File: src/common/acr_map.vh
// Purpose: constants for the converter clock, rate and reset block
// Assumes: 32-bit AXI4-Lite register bus, byte addresses
// Notes:   definitions only
`ifndef ACR_MAP_VH
`define ACR_MAP_VH

// ****************************************
// Register byte offsets
// ****************************************
`define ACR_OFF_CONFIG      12'h000
`define ACR_OFF_STATUS      12'h004
`define ACR_OFF_IRQ_STAT    12'h008
`define ACR_OFF_IRQ_MASK    12'h00c
`define ACR_OFF_SAMPLE      12'h010
`define ACR_OFF_RESULT      12'h014
`define ACR_OFF_TRIM_BASE   12'h040
`define ACR_OFF_TRIM_LAST   12'h06c
`define ACR_TRIM_CH_LSB     3
`define ACR_TRIM_CH_MSB     5

// ****************************************
// Fields of primary_config_word
// ****************************************
`define ACR_CFG_OSR_LSB     0
`define ACR_CFG_OSR_MSB     2
`define ACR_CFG_PRE_LSB     4
`define ACR_CFG_PRE_MSB     5
`define ACR_CFG_EXT_BIT     8
`define ACR_CFG_CHAN_LSB    12
`define ACR_CFG_CHAN_MSB    14
`define ACR_CFG_RESET       32'h0000_0003

// ****************************************
// Interrupt bits
// ****************************************
`define ACR_IRQ_DONE        0
`define ACR_IRQ_SAMPLE      1
`define ACR_IRQ_W           2

// ****************************************
// Divider, trim width and bus response constants
// ****************************************
`define ACR_SAMPLE_DIV      3'h4
`define ACR_OSR_MIN_LOG2    5
`define ACR_TRIM_W          24
`define ACR_RESP_OKAY       2'h0
`define ACR_RESP_SLVERR     2'h2

`endif

File: src/core/acr_clk_mux.v
// Purpose: master clock source selection, crystal or clock pin
// Assumes: both sources are sampled in the aclk domain
// Notes:   pin passes two flip-flops before selection
`timescale 1ns/1ps
`default_nettype none

module acr_clk_mux (
    input  wire aclk,
    input  wire aresetn,
    input  wire crystal_clk,
    input  wire crystal_or_clock_pin,
    input  wire external_clock_select,
    output reg  master_clk_ff
);

    reg xtal_s1_ff;
    reg xtal_s2_ff;
    reg pin_s1_ff;
    reg pin_s2_ff;

    // Synchronisers; first stage read only by second stage
    always @(posedge aclk) begin
        if (!aresetn) begin
            xtal_s1_ff <= 1'b0;
            xtal_s2_ff <= 1'b0;
            pin_s1_ff  <= 1'b0;
            pin_s2_ff  <= 1'b0;
        end else begin
            xtal_s1_ff <= crystal_clk;
            xtal_s2_ff <= xtal_s1_ff;
            pin_s1_ff  <= crystal_or_clock_pin;
            pin_s2_ff  <= pin_s1_ff;
        end
    end

    // Source select; the input stage keeps sampling through hard reset, but aresetn clears it
    always @(posedge aclk) begin
        if (!aresetn) begin
            master_clk_ff <= 1'b0;
        end else begin
            master_clk_ff <= external_clock_select ? pin_s2_ff : xtal_s2_ff;
        end
    end

endmodule

`default_nettype wire

File: src/core/acr_trim.v
// Purpose: per-channel offset and gain correction of one result
// Assumes: signed 24-bit sample and trims, gain in 1.23 format
// Notes:   combinational, registered by the caller
`timescale 1ns/1ps
`default_nettype none

module acr_trim #(
    parameter W = 24
) (
    input  wire [W-1:0] sample,
    input  wire [W-1:0] offset_trim,
    input  wire [W-1:0] gain_trim,
    output wire [W-1:0] corrected
);

    wire signed [W:0]     sum;
    wire signed [2*W:0]   prod;

    // Offset first, then gain of one plus trim; saturation omitted for area
    assign sum  = $signed({sample[W-1], sample}) + $signed({offset_trim[W-1], offset_trim});
    assign prod = sum * $signed({gain_trim[W-1], gain_trim});
    assign corrected = sum[W-1:0] + prod[2*W-2:W-1];

endmodule

`default_nettype wire

File: src/core/acr_top.v
// Purpose: clock derivation, data rate strobe and hard reset for six channels
// Assumes: aclk at 40 MHz is much faster than the master clock
// Notes:   registers over AXI4-Lite; divided clocks are enables
//
// The register addresses and the AXI4-Lite interface to the registers were left to the implementer.
`timescale 1ns/1ps
`default_nettype none
`include "acr_map.vh"

module acr_top #(
    parameter NCH = 6
) (
    input  wire        aclk,
    input  wire        aresetn,
    input  wire        hard_reset_n,
    input  wire        crystal_clk,
    input  wire        crystal_or_clock_pin,
    input  wire [23:0] modulator_sample,
    output reg         conversion_done_strobe_n_ff,
    output reg  [23:0] result_ff,
    output wire        analog_clock,
    output wire        irq,
    input  wire [11:0] s_axi_awaddr,
    input  wire        s_axi_awvalid,
    output wire        s_axi_awready,
    input  wire [31:0] s_axi_wdata,
    input  wire [3:0]  s_axi_wstrb,
    input  wire        s_axi_wvalid,
    output wire        s_axi_wready,
    output reg  [1:0]  s_axi_bresp,
    output reg         s_axi_bvalid,
    input  wire        s_axi_bready,
    input  wire [11:0] s_axi_araddr,
    input  wire        s_axi_arvalid,
    output wire        s_axi_arready,
    output reg  [31:0] s_axi_rdata,
    output reg  [1:0]  s_axi_rresp,
    output reg         s_axi_rvalid,
    input  wire        s_axi_rready
);

    // ****************************************
    // Functions
    // ****************************************
    // Decimation ratio minus one from the three-bit field
    function [11:0] osr_last;
        input [2:0] code;
        begin
            osr_last = (12'h001 << (code + `ACR_OSR_MIN_LOG2)) - 12'h001;
        end
    endfunction

    // Byte-lane merge honouring write strobes
    function [31:0] wmerge;
        input [31:0] old;
        input [31:0] dat;
        input [3:0]  stb;
        integer i;
        begin
            wmerge = old;
            for (i = 0; i < 4; i = i + 1) begin
                if (stb[i]) begin
                    wmerge[i*8 +: 8] = dat[i*8 +: 8];
                end
            end
        end
    endfunction

    // Channel of a trim address; channel pairs sit eight bytes apart
    function [2:0] trim_chan;
        input [11:0] addr;
        begin
            trim_chan = addr[`ACR_TRIM_CH_MSB:`ACR_TRIM_CH_LSB];
        end
    endfunction

    // ****************************************
    // Hard reset pin synchroniser
    // ****************************************
    reg  hrst_s1_ff;
    reg  hrst_s2_ff;
    wire rst_n;

    always @(posedge aclk) begin
        if (!aresetn) begin
            hrst_s1_ff <= 1'b0;
            hrst_s2_ff <= 1'b0;
        end else begin
            hrst_s1_ff <= hard_reset_n;
            hrst_s2_ff <= hrst_s1_ff;
        end
    end

    // Either reset gives the power-on state, except the input synchronisers, master_clk_ff and mclk_d_ff, which only aresetn clears
    assign rst_n = aresetn & hrst_s2_ff;

    // ****************************************
    // Registers
    // ****************************************
    reg [31:0]  config_ff;
    reg [2:0]   irq_stat_ff;
    reg [2:0]   irq_mask_ff;
    reg [23:0]  channel_offset_trim [0:NCH-1];
    reg [23:0]  channel_gain_trim   [0:NCH-1];

    wire [2:0]  oversampling_field;
    wire [1:0]  prescale_sel;
    wire        external_clock_select;
    wire [2:0]  chan_sel;

    assign oversampling_field    = config_ff[`ACR_CFG_OSR_MSB:`ACR_CFG_OSR_LSB];
    assign prescale_sel          = config_ff[`ACR_CFG_PRE_MSB:`ACR_CFG_PRE_LSB];
    assign external_clock_select = config_ff[`ACR_CFG_EXT_BIT];
    assign chan_sel              = config_ff[`ACR_CFG_CHAN_MSB:`ACR_CFG_CHAN_LSB];

    // ****************************************
    // Master clock and its edge
    // ****************************************
    wire master_clk;
    reg  mclk_d_ff;
    wire mclk_rise;

    acr_clk_mux u_mux (
        .aclk                  (aclk),
        .aresetn               (aresetn),
        .crystal_clk           (crystal_clk),
        .crystal_or_clock_pin  (crystal_or_clock_pin),
        .external_clock_select (external_clock_select),
        .master_clk_ff         (master_clk)
    );

    // Input structure keeps tracking the master clock during hard reset
    always @(posedge aclk) begin
        if (!aresetn) begin
            mclk_d_ff <= 1'b0;
        end else begin
            mclk_d_ff <= master_clk;
        end
    end

    // No edge is distributed while the part is held in reset
    assign mclk_rise = master_clk & ~mclk_d_ff & rst_n;

    // ****************************************
    // Dividers
    // ****************************************
    reg  [2:0]  pre_cnt_ff;
    reg  [1:0]  smp_cnt_ff;
    reg  [11:0] dec_cnt_ff;
    reg  [11:0] half_cnt_ff;
    reg         aclk_lvl_ff;
    wire [2:0]  pre_last;
    wire        analog_clock_tick;
    wire        sample_clock_tick;
    wire        data_rate_clock_tick;

    // Prescale 1, 2, 4, 8 by code 00 to 11
    assign pre_last   = (3'h1 << prescale_sel) - 3'h1;
    assign analog_clock_tick = mclk_rise & (pre_cnt_ff == pre_last);
    assign sample_clock_tick = analog_clock_tick & (smp_cnt_ff == `ACR_SAMPLE_DIV - 3'h1);
    assign data_rate_clock_tick = sample_clock_tick & (dec_cnt_ff == osr_last(oversampling_field));

    // Counters start from zero after release, no stale phase
    always @(posedge aclk) begin
        if (!rst_n) begin
            pre_cnt_ff  <= 3'h0;
            smp_cnt_ff  <= 2'h0;
            dec_cnt_ff  <= 12'h000;
            aclk_lvl_ff <= 1'b0;
        end else begin
            if (mclk_rise) begin
                pre_cnt_ff <= analog_clock_tick ? 3'h0 : pre_cnt_ff + 3'h1;
            end
            if (analog_clock_tick) begin
                smp_cnt_ff  <= smp_cnt_ff + 2'h1;
                aclk_lvl_ff <= ~aclk_lvl_ff;
            end
            if (sample_clock_tick) begin
                dec_cnt_ff <= data_rate_clock_tick ? 12'h000 : dec_cnt_ff + 12'h001;
            end
        end
    end

    assign analog_clock = aclk_lvl_ff;

    // ****************************************
    // Done strobe, half a sample period low
    // ****************************************
    // Counts master clock edges; half sample period is 2 x prescale edges
    always @(posedge aclk) begin
        if (!rst_n) begin
            conversion_done_strobe_n_ff <= 1'b1;
            half_cnt_ff                 <= 12'h000;
        end else if (data_rate_clock_tick) begin
            conversion_done_strobe_n_ff <= 1'b0;
            half_cnt_ff                 <= 12'h000;
        end else if (!conversion_done_strobe_n_ff && mclk_rise) begin
            if (half_cnt_ff == {8'h00, pre_last, 1'b1}) begin
                conversion_done_strobe_n_ff <= 1'b1;
            end
            half_cnt_ff <= half_cnt_ff + 12'h001;
        end
    end

    // ****************************************
    // Sample capture and trimmed result
    // ****************************************
    reg  [23:0] sample_ff;
    wire [23:0] trimmed;

    // One modulator sample each sample period
    always @(posedge aclk) begin
        if (!rst_n) begin
            sample_ff <= 24'h000000;
        end else if (sample_clock_tick) begin
            sample_ff <= modulator_sample;
        end
    end

    acr_trim #(.W(`ACR_TRIM_W)) u_trim (
        .sample      (sample_ff),
        .offset_trim (channel_offset_trim[chan_sel]),
        .gain_trim   (channel_gain_trim[chan_sel]),
        .corrected   (trimmed)
    );

    always @(posedge aclk) begin
        if (!rst_n) begin
            result_ff <= 24'h000000;
        end else if (data_rate_clock_tick) begin
            result_ff <= trimmed;
        end
    end

    // ****************************************
    // AXI4-Lite slave
    // ****************************************
    reg        aw_hold_ff;
    reg        w_hold_ff;
    reg [11:0] aw_addr_ff;
    reg [31:0] w_data_ff;
    reg [3:0]  w_strb_ff;
    wire       wr_go;
    wire       rd_go;
    reg [31:0] rd_word;
    reg        rd_hit;
    reg        wr_hit;
    integer    k;
    wire [2:0]  wr_chan;
    wire [31:0] trim_merged;

    // Bus refused while in hard reset
    assign s_axi_awready = rst_n & ~aw_hold_ff & ~s_axi_bvalid;
    assign s_axi_wready  = rst_n & ~w_hold_ff & ~s_axi_bvalid;
    assign s_axi_arready = rst_n & ~s_axi_rvalid;
    assign wr_go = aw_hold_ff & w_hold_ff;
    assign rd_go = s_axi_arvalid & s_axi_arready;
    assign wr_chan = trim_chan(aw_addr_ff);
    // Old word of whichever trim is addressed, merged with the write lanes
    assign trim_merged = wmerge(aw_addr_ff[2] ? {8'h00, channel_gain_trim[wr_chan]} :
                                {8'h00, channel_offset_trim[wr_chan]}, w_data_ff, w_strb_ff);

    // Read decode
    always @* begin
        rd_word = 32'h00000000;
        rd_hit  = 1'b1;
        if (s_axi_araddr == `ACR_OFF_CONFIG) begin
            rd_word = config_ff;
        end else if (s_axi_araddr == `ACR_OFF_STATUS) begin
            rd_word = {29'h0, smp_cnt_ff, ~conversion_done_strobe_n_ff};
        end else if (s_axi_araddr == `ACR_OFF_IRQ_STAT) begin
            rd_word = {29'h0, irq_stat_ff};
        end else if (s_axi_araddr == `ACR_OFF_IRQ_MASK) begin
            rd_word = {29'h0, irq_mask_ff};
        end else if (s_axi_araddr == `ACR_OFF_SAMPLE) begin
            rd_word = {8'h00, sample_ff};
        end else if (s_axi_araddr == `ACR_OFF_RESULT) begin
            rd_word = {8'h00, result_ff};
        end else if (s_axi_araddr >= `ACR_OFF_TRIM_BASE &&
                     s_axi_araddr <= `ACR_OFF_TRIM_LAST) begin
            // Offset at +0, gain at +4 of each 8-byte channel pair
            rd_word = s_axi_araddr[2] ?
                {8'h00, channel_gain_trim[trim_chan(s_axi_araddr)]} :
                {8'h00, channel_offset_trim[trim_chan(s_axi_araddr)]};
        end else begin
            rd_hit = 1'b0;
        end
    end

    // Write decode validity
    always @* begin
        wr_hit = 1'b0;
        if (aw_addr_ff == `ACR_OFF_CONFIG || aw_addr_ff == `ACR_OFF_IRQ_STAT ||
            aw_addr_ff == `ACR_OFF_IRQ_MASK) begin
            wr_hit = 1'b1;
        end else if (aw_addr_ff >= `ACR_OFF_TRIM_BASE && aw_addr_ff <= `ACR_OFF_TRIM_LAST) begin
            wr_hit = 1'b1;
        end
    end

    // Channel handshakes, registers and interrupt status
    always @(posedge aclk) begin
        if (!rst_n) begin
            aw_hold_ff   <= 1'b0;
            w_hold_ff    <= 1'b0;
            aw_addr_ff   <= 12'h000;
            w_data_ff    <= 32'h00000000;
            w_strb_ff    <= 4'h0;
            s_axi_bvalid <= 1'b0;
            s_axi_bresp  <= `ACR_RESP_OKAY;
            s_axi_rvalid <= 1'b0;
            s_axi_rresp  <= `ACR_RESP_OKAY;
            s_axi_rdata  <= 32'h00000000;
            config_ff    <= `ACR_CFG_RESET;
            irq_stat_ff  <= 3'h0;
            irq_mask_ff  <= 3'h0;
            for (k = 0; k < NCH; k = k + 1) begin
                channel_offset_trim[k] <= 24'h000000;
                channel_gain_trim[k]   <= 24'h000000;
            end
        end else begin
            if (s_axi_awvalid && s_axi_awready) begin
                aw_hold_ff <= 1'b1;
                aw_addr_ff <= s_axi_awaddr;
            end
            if (s_axi_wvalid && s_axi_wready) begin
                w_hold_ff <= 1'b1;
                w_data_ff <= s_axi_wdata;
                w_strb_ff <= s_axi_wstrb;
            end
            if (s_axi_bvalid && s_axi_bready) begin
                s_axi_bvalid <= 1'b0;
            end
            // Event sets win over a software clear in the same cycle
            irq_stat_ff <= irq_stat_ff | {1'b0, sample_clock_tick, data_rate_clock_tick};
            if (wr_go) begin
                aw_hold_ff   <= 1'b0;
                w_hold_ff    <= 1'b0;
                s_axi_bvalid <= 1'b1;
                s_axi_bresp  <= wr_hit ? `ACR_RESP_OKAY : `ACR_RESP_SLVERR;
                if (aw_addr_ff == `ACR_OFF_CONFIG) begin
                    config_ff <= wmerge(config_ff, w_data_ff, w_strb_ff);
                end else if (aw_addr_ff == `ACR_OFF_IRQ_STAT && w_strb_ff[0]) begin
                    irq_stat_ff <= (irq_stat_ff & ~w_data_ff[2:0])
                                   | {1'b0, sample_clock_tick, data_rate_clock_tick};
                end else if (aw_addr_ff == `ACR_OFF_IRQ_MASK && w_strb_ff[0]) begin
                    irq_mask_ff <= w_data_ff[2:0];
                end else if (wr_hit && aw_addr_ff[2]) begin
                    channel_gain_trim[wr_chan] <= trim_merged[23:0];
                end else if (wr_hit) begin
                    channel_offset_trim[wr_chan] <= trim_merged[23:0];
                end
            end
            if (s_axi_rvalid && s_axi_rready) begin
                s_axi_rvalid <= 1'b0;
            end
            if (rd_go) begin
                s_axi_rvalid <= 1'b1;
                s_axi_rdata  <= rd_word;
                s_axi_rresp  <= rd_hit ? `ACR_RESP_OKAY : `ACR_RESP_SLVERR;
            end
        end
    end

    // Level interrupt while any unmasked status bit is set
    assign irq = |(irq_stat_ff & irq_mask_ff);

endmodule

`default_nettype wire

File: config.mk
export PLATFORM = sky130hd
export DESIGN_NAME = acr_top
export DESIGN_NICKNAME = d
export VERILOG_FILES = /design/src/core/acr_clk_mux.v /design/src/core/acr_trim.v /design/src/core/acr_top.v
export VERILOG_INCLUDE_DIRS = /design/src /design/src/common
export SDC_FILE = /design/constraint.sdc
export NUM_CORES = 2
export LEC_CHECK = 0
export BUFFER_PORTS_ARGS = -buffer_cell sky130_fd_sc_hd__buf_2
export CORE_UTILIZATION = 40
export DETAILED_ROUTE_END_ITERATION = 8
export GPL_TIMING_DRIVEN = 0
export PLACE_DENSITY_LB_ADDON = 0.12
export SLEW_MARGIN = 40
export SYNTH_ARGS = -nofsm -noshare
export SYNTH_HDL_FRONTEND = slang
export SYNTH_SLANG_ARGS = --single-unit
File: constraint.sdc
create_clock -name aclk -period 12.07 [get_ports aclk]
set_input_delay 2.414 -clock aclk [delete_from_list [all_inputs] [get_ports aclk]]
set_output_delay 2.414 -clock aclk [all_outputs]
set_load 0.01 [all_outputs]
==> impl_metrics.py <==
metrics = {
    "clock_network": {
        "cts_htree_levels": 3,
        "cts_buffers": 68,
        "cts_root_buf": "clkbuf_16",
        "clk_latency_ns": 0.64,
        "cts_tree": "yes",
        "clk_pin_slew_ns": 0.07,
        "clkSinkCount": 601,
        "cts.path.max_buffers": 3,
        "holdBufCountCts": 0,
    },
    "final_layout": {
        "fill_cells": 12628,
        "utilization": 0.4734,
        "drive_gt1_frac": 0.2064,
        "final_nets": 6500,
        "mostFrequentLayoutCells": "698 x inv_1, 674 x nor2_1, 596 x fa_1, 503 x nand2_1, 384 x edfxtp_1",
        "fin_area_sq_mm": 0.06310,
        "area_delta_synth_final_pct": 17.61,
        "final_common_cell": "inv_1",
    },
    "place": {
        "dp_slack_ns": -4.249,
        "place_congestion": 0.9732,
        "numPortBuffers": 155,
        "dp_hpwl_microns": 165200,
        "dpl_cell_area_sq_mm": 0.05747,
    },
    "timing": {
        "final_hold_viol_count": 0,
        "whs_ns": 0.4330,
        "tightest_slew_ns": 0.9774,
        "grt_setup_unrepaired": "true",
        "finalCritPeriodShare": 0.9821,
        "maxSlewViolCount": 0,
        "setup_viol": 0,
        "fin_skew_ns": 0.02879,
        "fin_ws_ns": 0.2163,
        "period_minus_slack_ns": 11.85,
        "slew_headroom": 0.3484,
        "fmax_ghz": 0.08436,
    },
    "critical_path": {
        "timing.critical_path.to": "result_ff[23]$_SDFFE_PN0P_",
        "start_kind": "flip-flop",
        "critPathMaxStageDelay_ns": 0.52,
        "cp.arrival_ns": 12.41,
        "cp_max_fo": 10,
        "crit_path_frequent_cell": "buf_4",
        "reg2reg_depth": 57,
        "crit_required_ns": 12.63,
        "cp-end-kind": "flip-flop",
        "crit_type": "flip-flop to flip-flop",
        "reg2reg_slack_ns": 0.22,
        "rr_endpoint": "result_ff[23]$_SDFFE_PN0P_",
        "slowest_stage": "fa_1",
    },
    "drt": {
        "routedWlPerCell_microns": 27.59,
        "finalWirelength_microns": 205100,
        "antenna_left": 0,
        "dr.pass1.iters": 6,
        "drc": 0,
        "drtIter0Drc": 4607,
        "vias_per_cell": 5.668,
        "vias": 42133,
    },
    "power_and_ir_drop": {
        "pwr-share-seq": 0.445,
        "powerDensity_mw_per_mm2": 79.87,
        "p_leak_nw": 26.66,
        "p_sw_frac": 0.2634,
        "clockPowerShare": 0.439,
        "power_mw": 5.039,
        "combPwrFrac": 0.117,
        "p_switching_mw": 1.328,
        "power.internal_mw": 3.712,
        "vdd_drop_max_mv": 0.1323,
    },
    "synth": {
        "synthCells": 5133,
        "synth_ff_type": "edfxtp_1",
        "ys_ff_latch": 601,
        "avgSynthCellArea_sq_um": 10.45,
        "netlist_area_sq_mm": 0.05365,
        "post-synth-top-area-fraction": 0.2284,
        "yosysUniqueCellTypes": 77,
        "ys_seq_area_frac": 0.2959,
        "synth_area_leaders": "fa_1 23%, edfxtp_1 21%, mux4_2 11%",
        "synth_edf_count": 384,
        "async_flop_share": 0,
        "synth_top_area_cell": "fa_1",
        "yosysWarningCount": 0,
    },
    "floorplanning": {
        "dieArea_sq_mm": 0.1356,
        "initial_utilization": 0.4025,
        "fp.dieH_microns": 368.2,
        "row_count": 134,
        "die_width_microns": 368.2,
        "core_area_sq_mm": 0.1333,
        "io_pins": 162,
    },
    "run": {
        "cap_violations": 0,
    },
    "global_route": {
        "grt_max_degree": 25,
        "track_usage": 0.3001,
        "antenna_found_initial": 4,
        "grt_pass1_vias": 41220,
        "grt_overflow": 0,
        "grt_pass1_wl_microns": 291900,
    },
    "status": {
        "run_status": "complete, no violations",
    },
    "min_path": {
        "hold_class": "flip-flop to flip-flop",
    },
}
-- cells in the mapped netlist, types with 65 or more instances --
master	number
a221oi_1	75
xnor2_1	65
clkbuf_1	234
mux2i_1	141
nand2_1	520
nor2_1	689
dfxtp_1	217
edfxtp_1	384
a21oi_1	202
mux4_2	267
fa_1	612
nand3_1	126
o21ai_0	100
inv_1	717
ha_1	183
-- per-layer routing --
layer  up-vias  track usage  share of wire
li1      18059            -              -
met2      1996       0.4794           0.46
met3       386      0.04003          0.089
met5         -            0       0.000049
met1     21690       0.4102           0.40
met4         2       0.1264          0.052
-- state kept, by name, indices dropped and copies added, names as in the netlist, 2 cells and up, named ones only --
name,cells
channel_gain_trim,192
w_data_ff,32
w_strb_ff,4
config_ff,32
dec_cnt_ff,12
s_axi_rdata,32
aw_addr_ff,12
irq_mask_ff,3
smp_cnt_ff,2
channel_offset_trim,192
sample_ff,24
pre_cnt_ff,3
irq_stat_ff,3
half_cnt_ff,12
result_ff,24
-- how the worst min path moves through the flow --
stage / start / end / slack, ns / cells past startpoint
floorplan: hrst_s1_ff$_SDFF_PN0_ / hrst_s2_ff$_SDFF_PN0_ / 0.41 / 1
global placement: hrst_s1_ff$_SDFF_PN0_ / hrst_s2_ff$_SDFF_PN0_ / 0.42 / 1
detailed placement: u_mux.pin_s1_ff$_SDFF_PN0_ / u_mux.pin_s2_ff$_SDFF_PN0_ / 0.42 / 1
CTS: u_mux.pin_s1_ff$_SDFF_PN0_ / u_mux.pin_s2_ff$_SDFF_PN0_ / 0.43 / 1
global route: u_mux.xtal_s1_ff$_SDFF_PN0_ / u_mux.xtal_s2_ff$_SDFF_PN0_ / 0.45 / 1
finish: u_mux.pin_s1_ff$_SDFF_PN0_ / u_mux.pin_s2_ff$_SDFF_PN0_ / 0.43 / 1
-- critical path: cells and delay by family, from the launching register on --
kind | cells | cell delay [ns]
xor+xnor | 1 | 0.23
fa+ha+maj | 10 | 4.25
buf+inv | 23 | 2.72
mux | 2 | 0.69
simple gates | 8 | 1.17
flops | 1 | 0.45
compound gates | 13 | 2.25
-- per-stage QoR --
step | setup TNS [ns] | cells
3_3_place_gp | -85.18 | 7153
4_1_cts | 0 | 7364
6_report | 0 | 7433
3_5_place_dp | -83.23 | 7158
2_1_floorplan | 0 | 5230
5_1_grt | -0.5205 | 7431
-- power by group through the flow --
stage / Combinational [mW] / Sequential, mW / Clock [mW]
finish: 0.589 / 2.24 / 2.21
global route: 0.618 / 2.24 / 2.29
CTS: 0.553 / 2.24 / 2.22
detailed placement: 0.507 / 2.28 / 0
global placement: 0.497 / 2.28 / 0
floorplan: 0.296 / 2.27 / 0
-- final cells by class --
type	count	area [sq um]	area share
flip-flops and latches	601	15880	0.2517
inverters	722	2728	0.04323
repair buffers	327	2218	0.03516
diodes	2	5.005	0.00007932
plain buffers	280	1585	0.02512
clock buffers	84	1853	0.02937
multi-input cells	3611	36120	0.5724
clock inverters	38	493.0	0.007813
well taps	1768	2212	0.03506
-- cell families after synthesis --
logic type	after synthesis	synth area share
AO/OA/AOI/OAI	555	0.06733
XOR/XNOR	113	0.01845
adder cells (fa/ha/maj)	795	0.2710
buffers and inverters	1018	0.07190
flip-flops	601	0.2959
multiplexers	452	0.1478
other	1	0.00006990
AND/OR/NAND/NOR	1598	0.1275
-- what timing repair did --
action                     CTS  global route
pin swaps                   76           141
gates resized for setup    317           136
gates cloned                 0             3
setup endpoints to repair   24            15
setup buffers               94            71
Note: power is estimated with default switching activity, not from simulation.
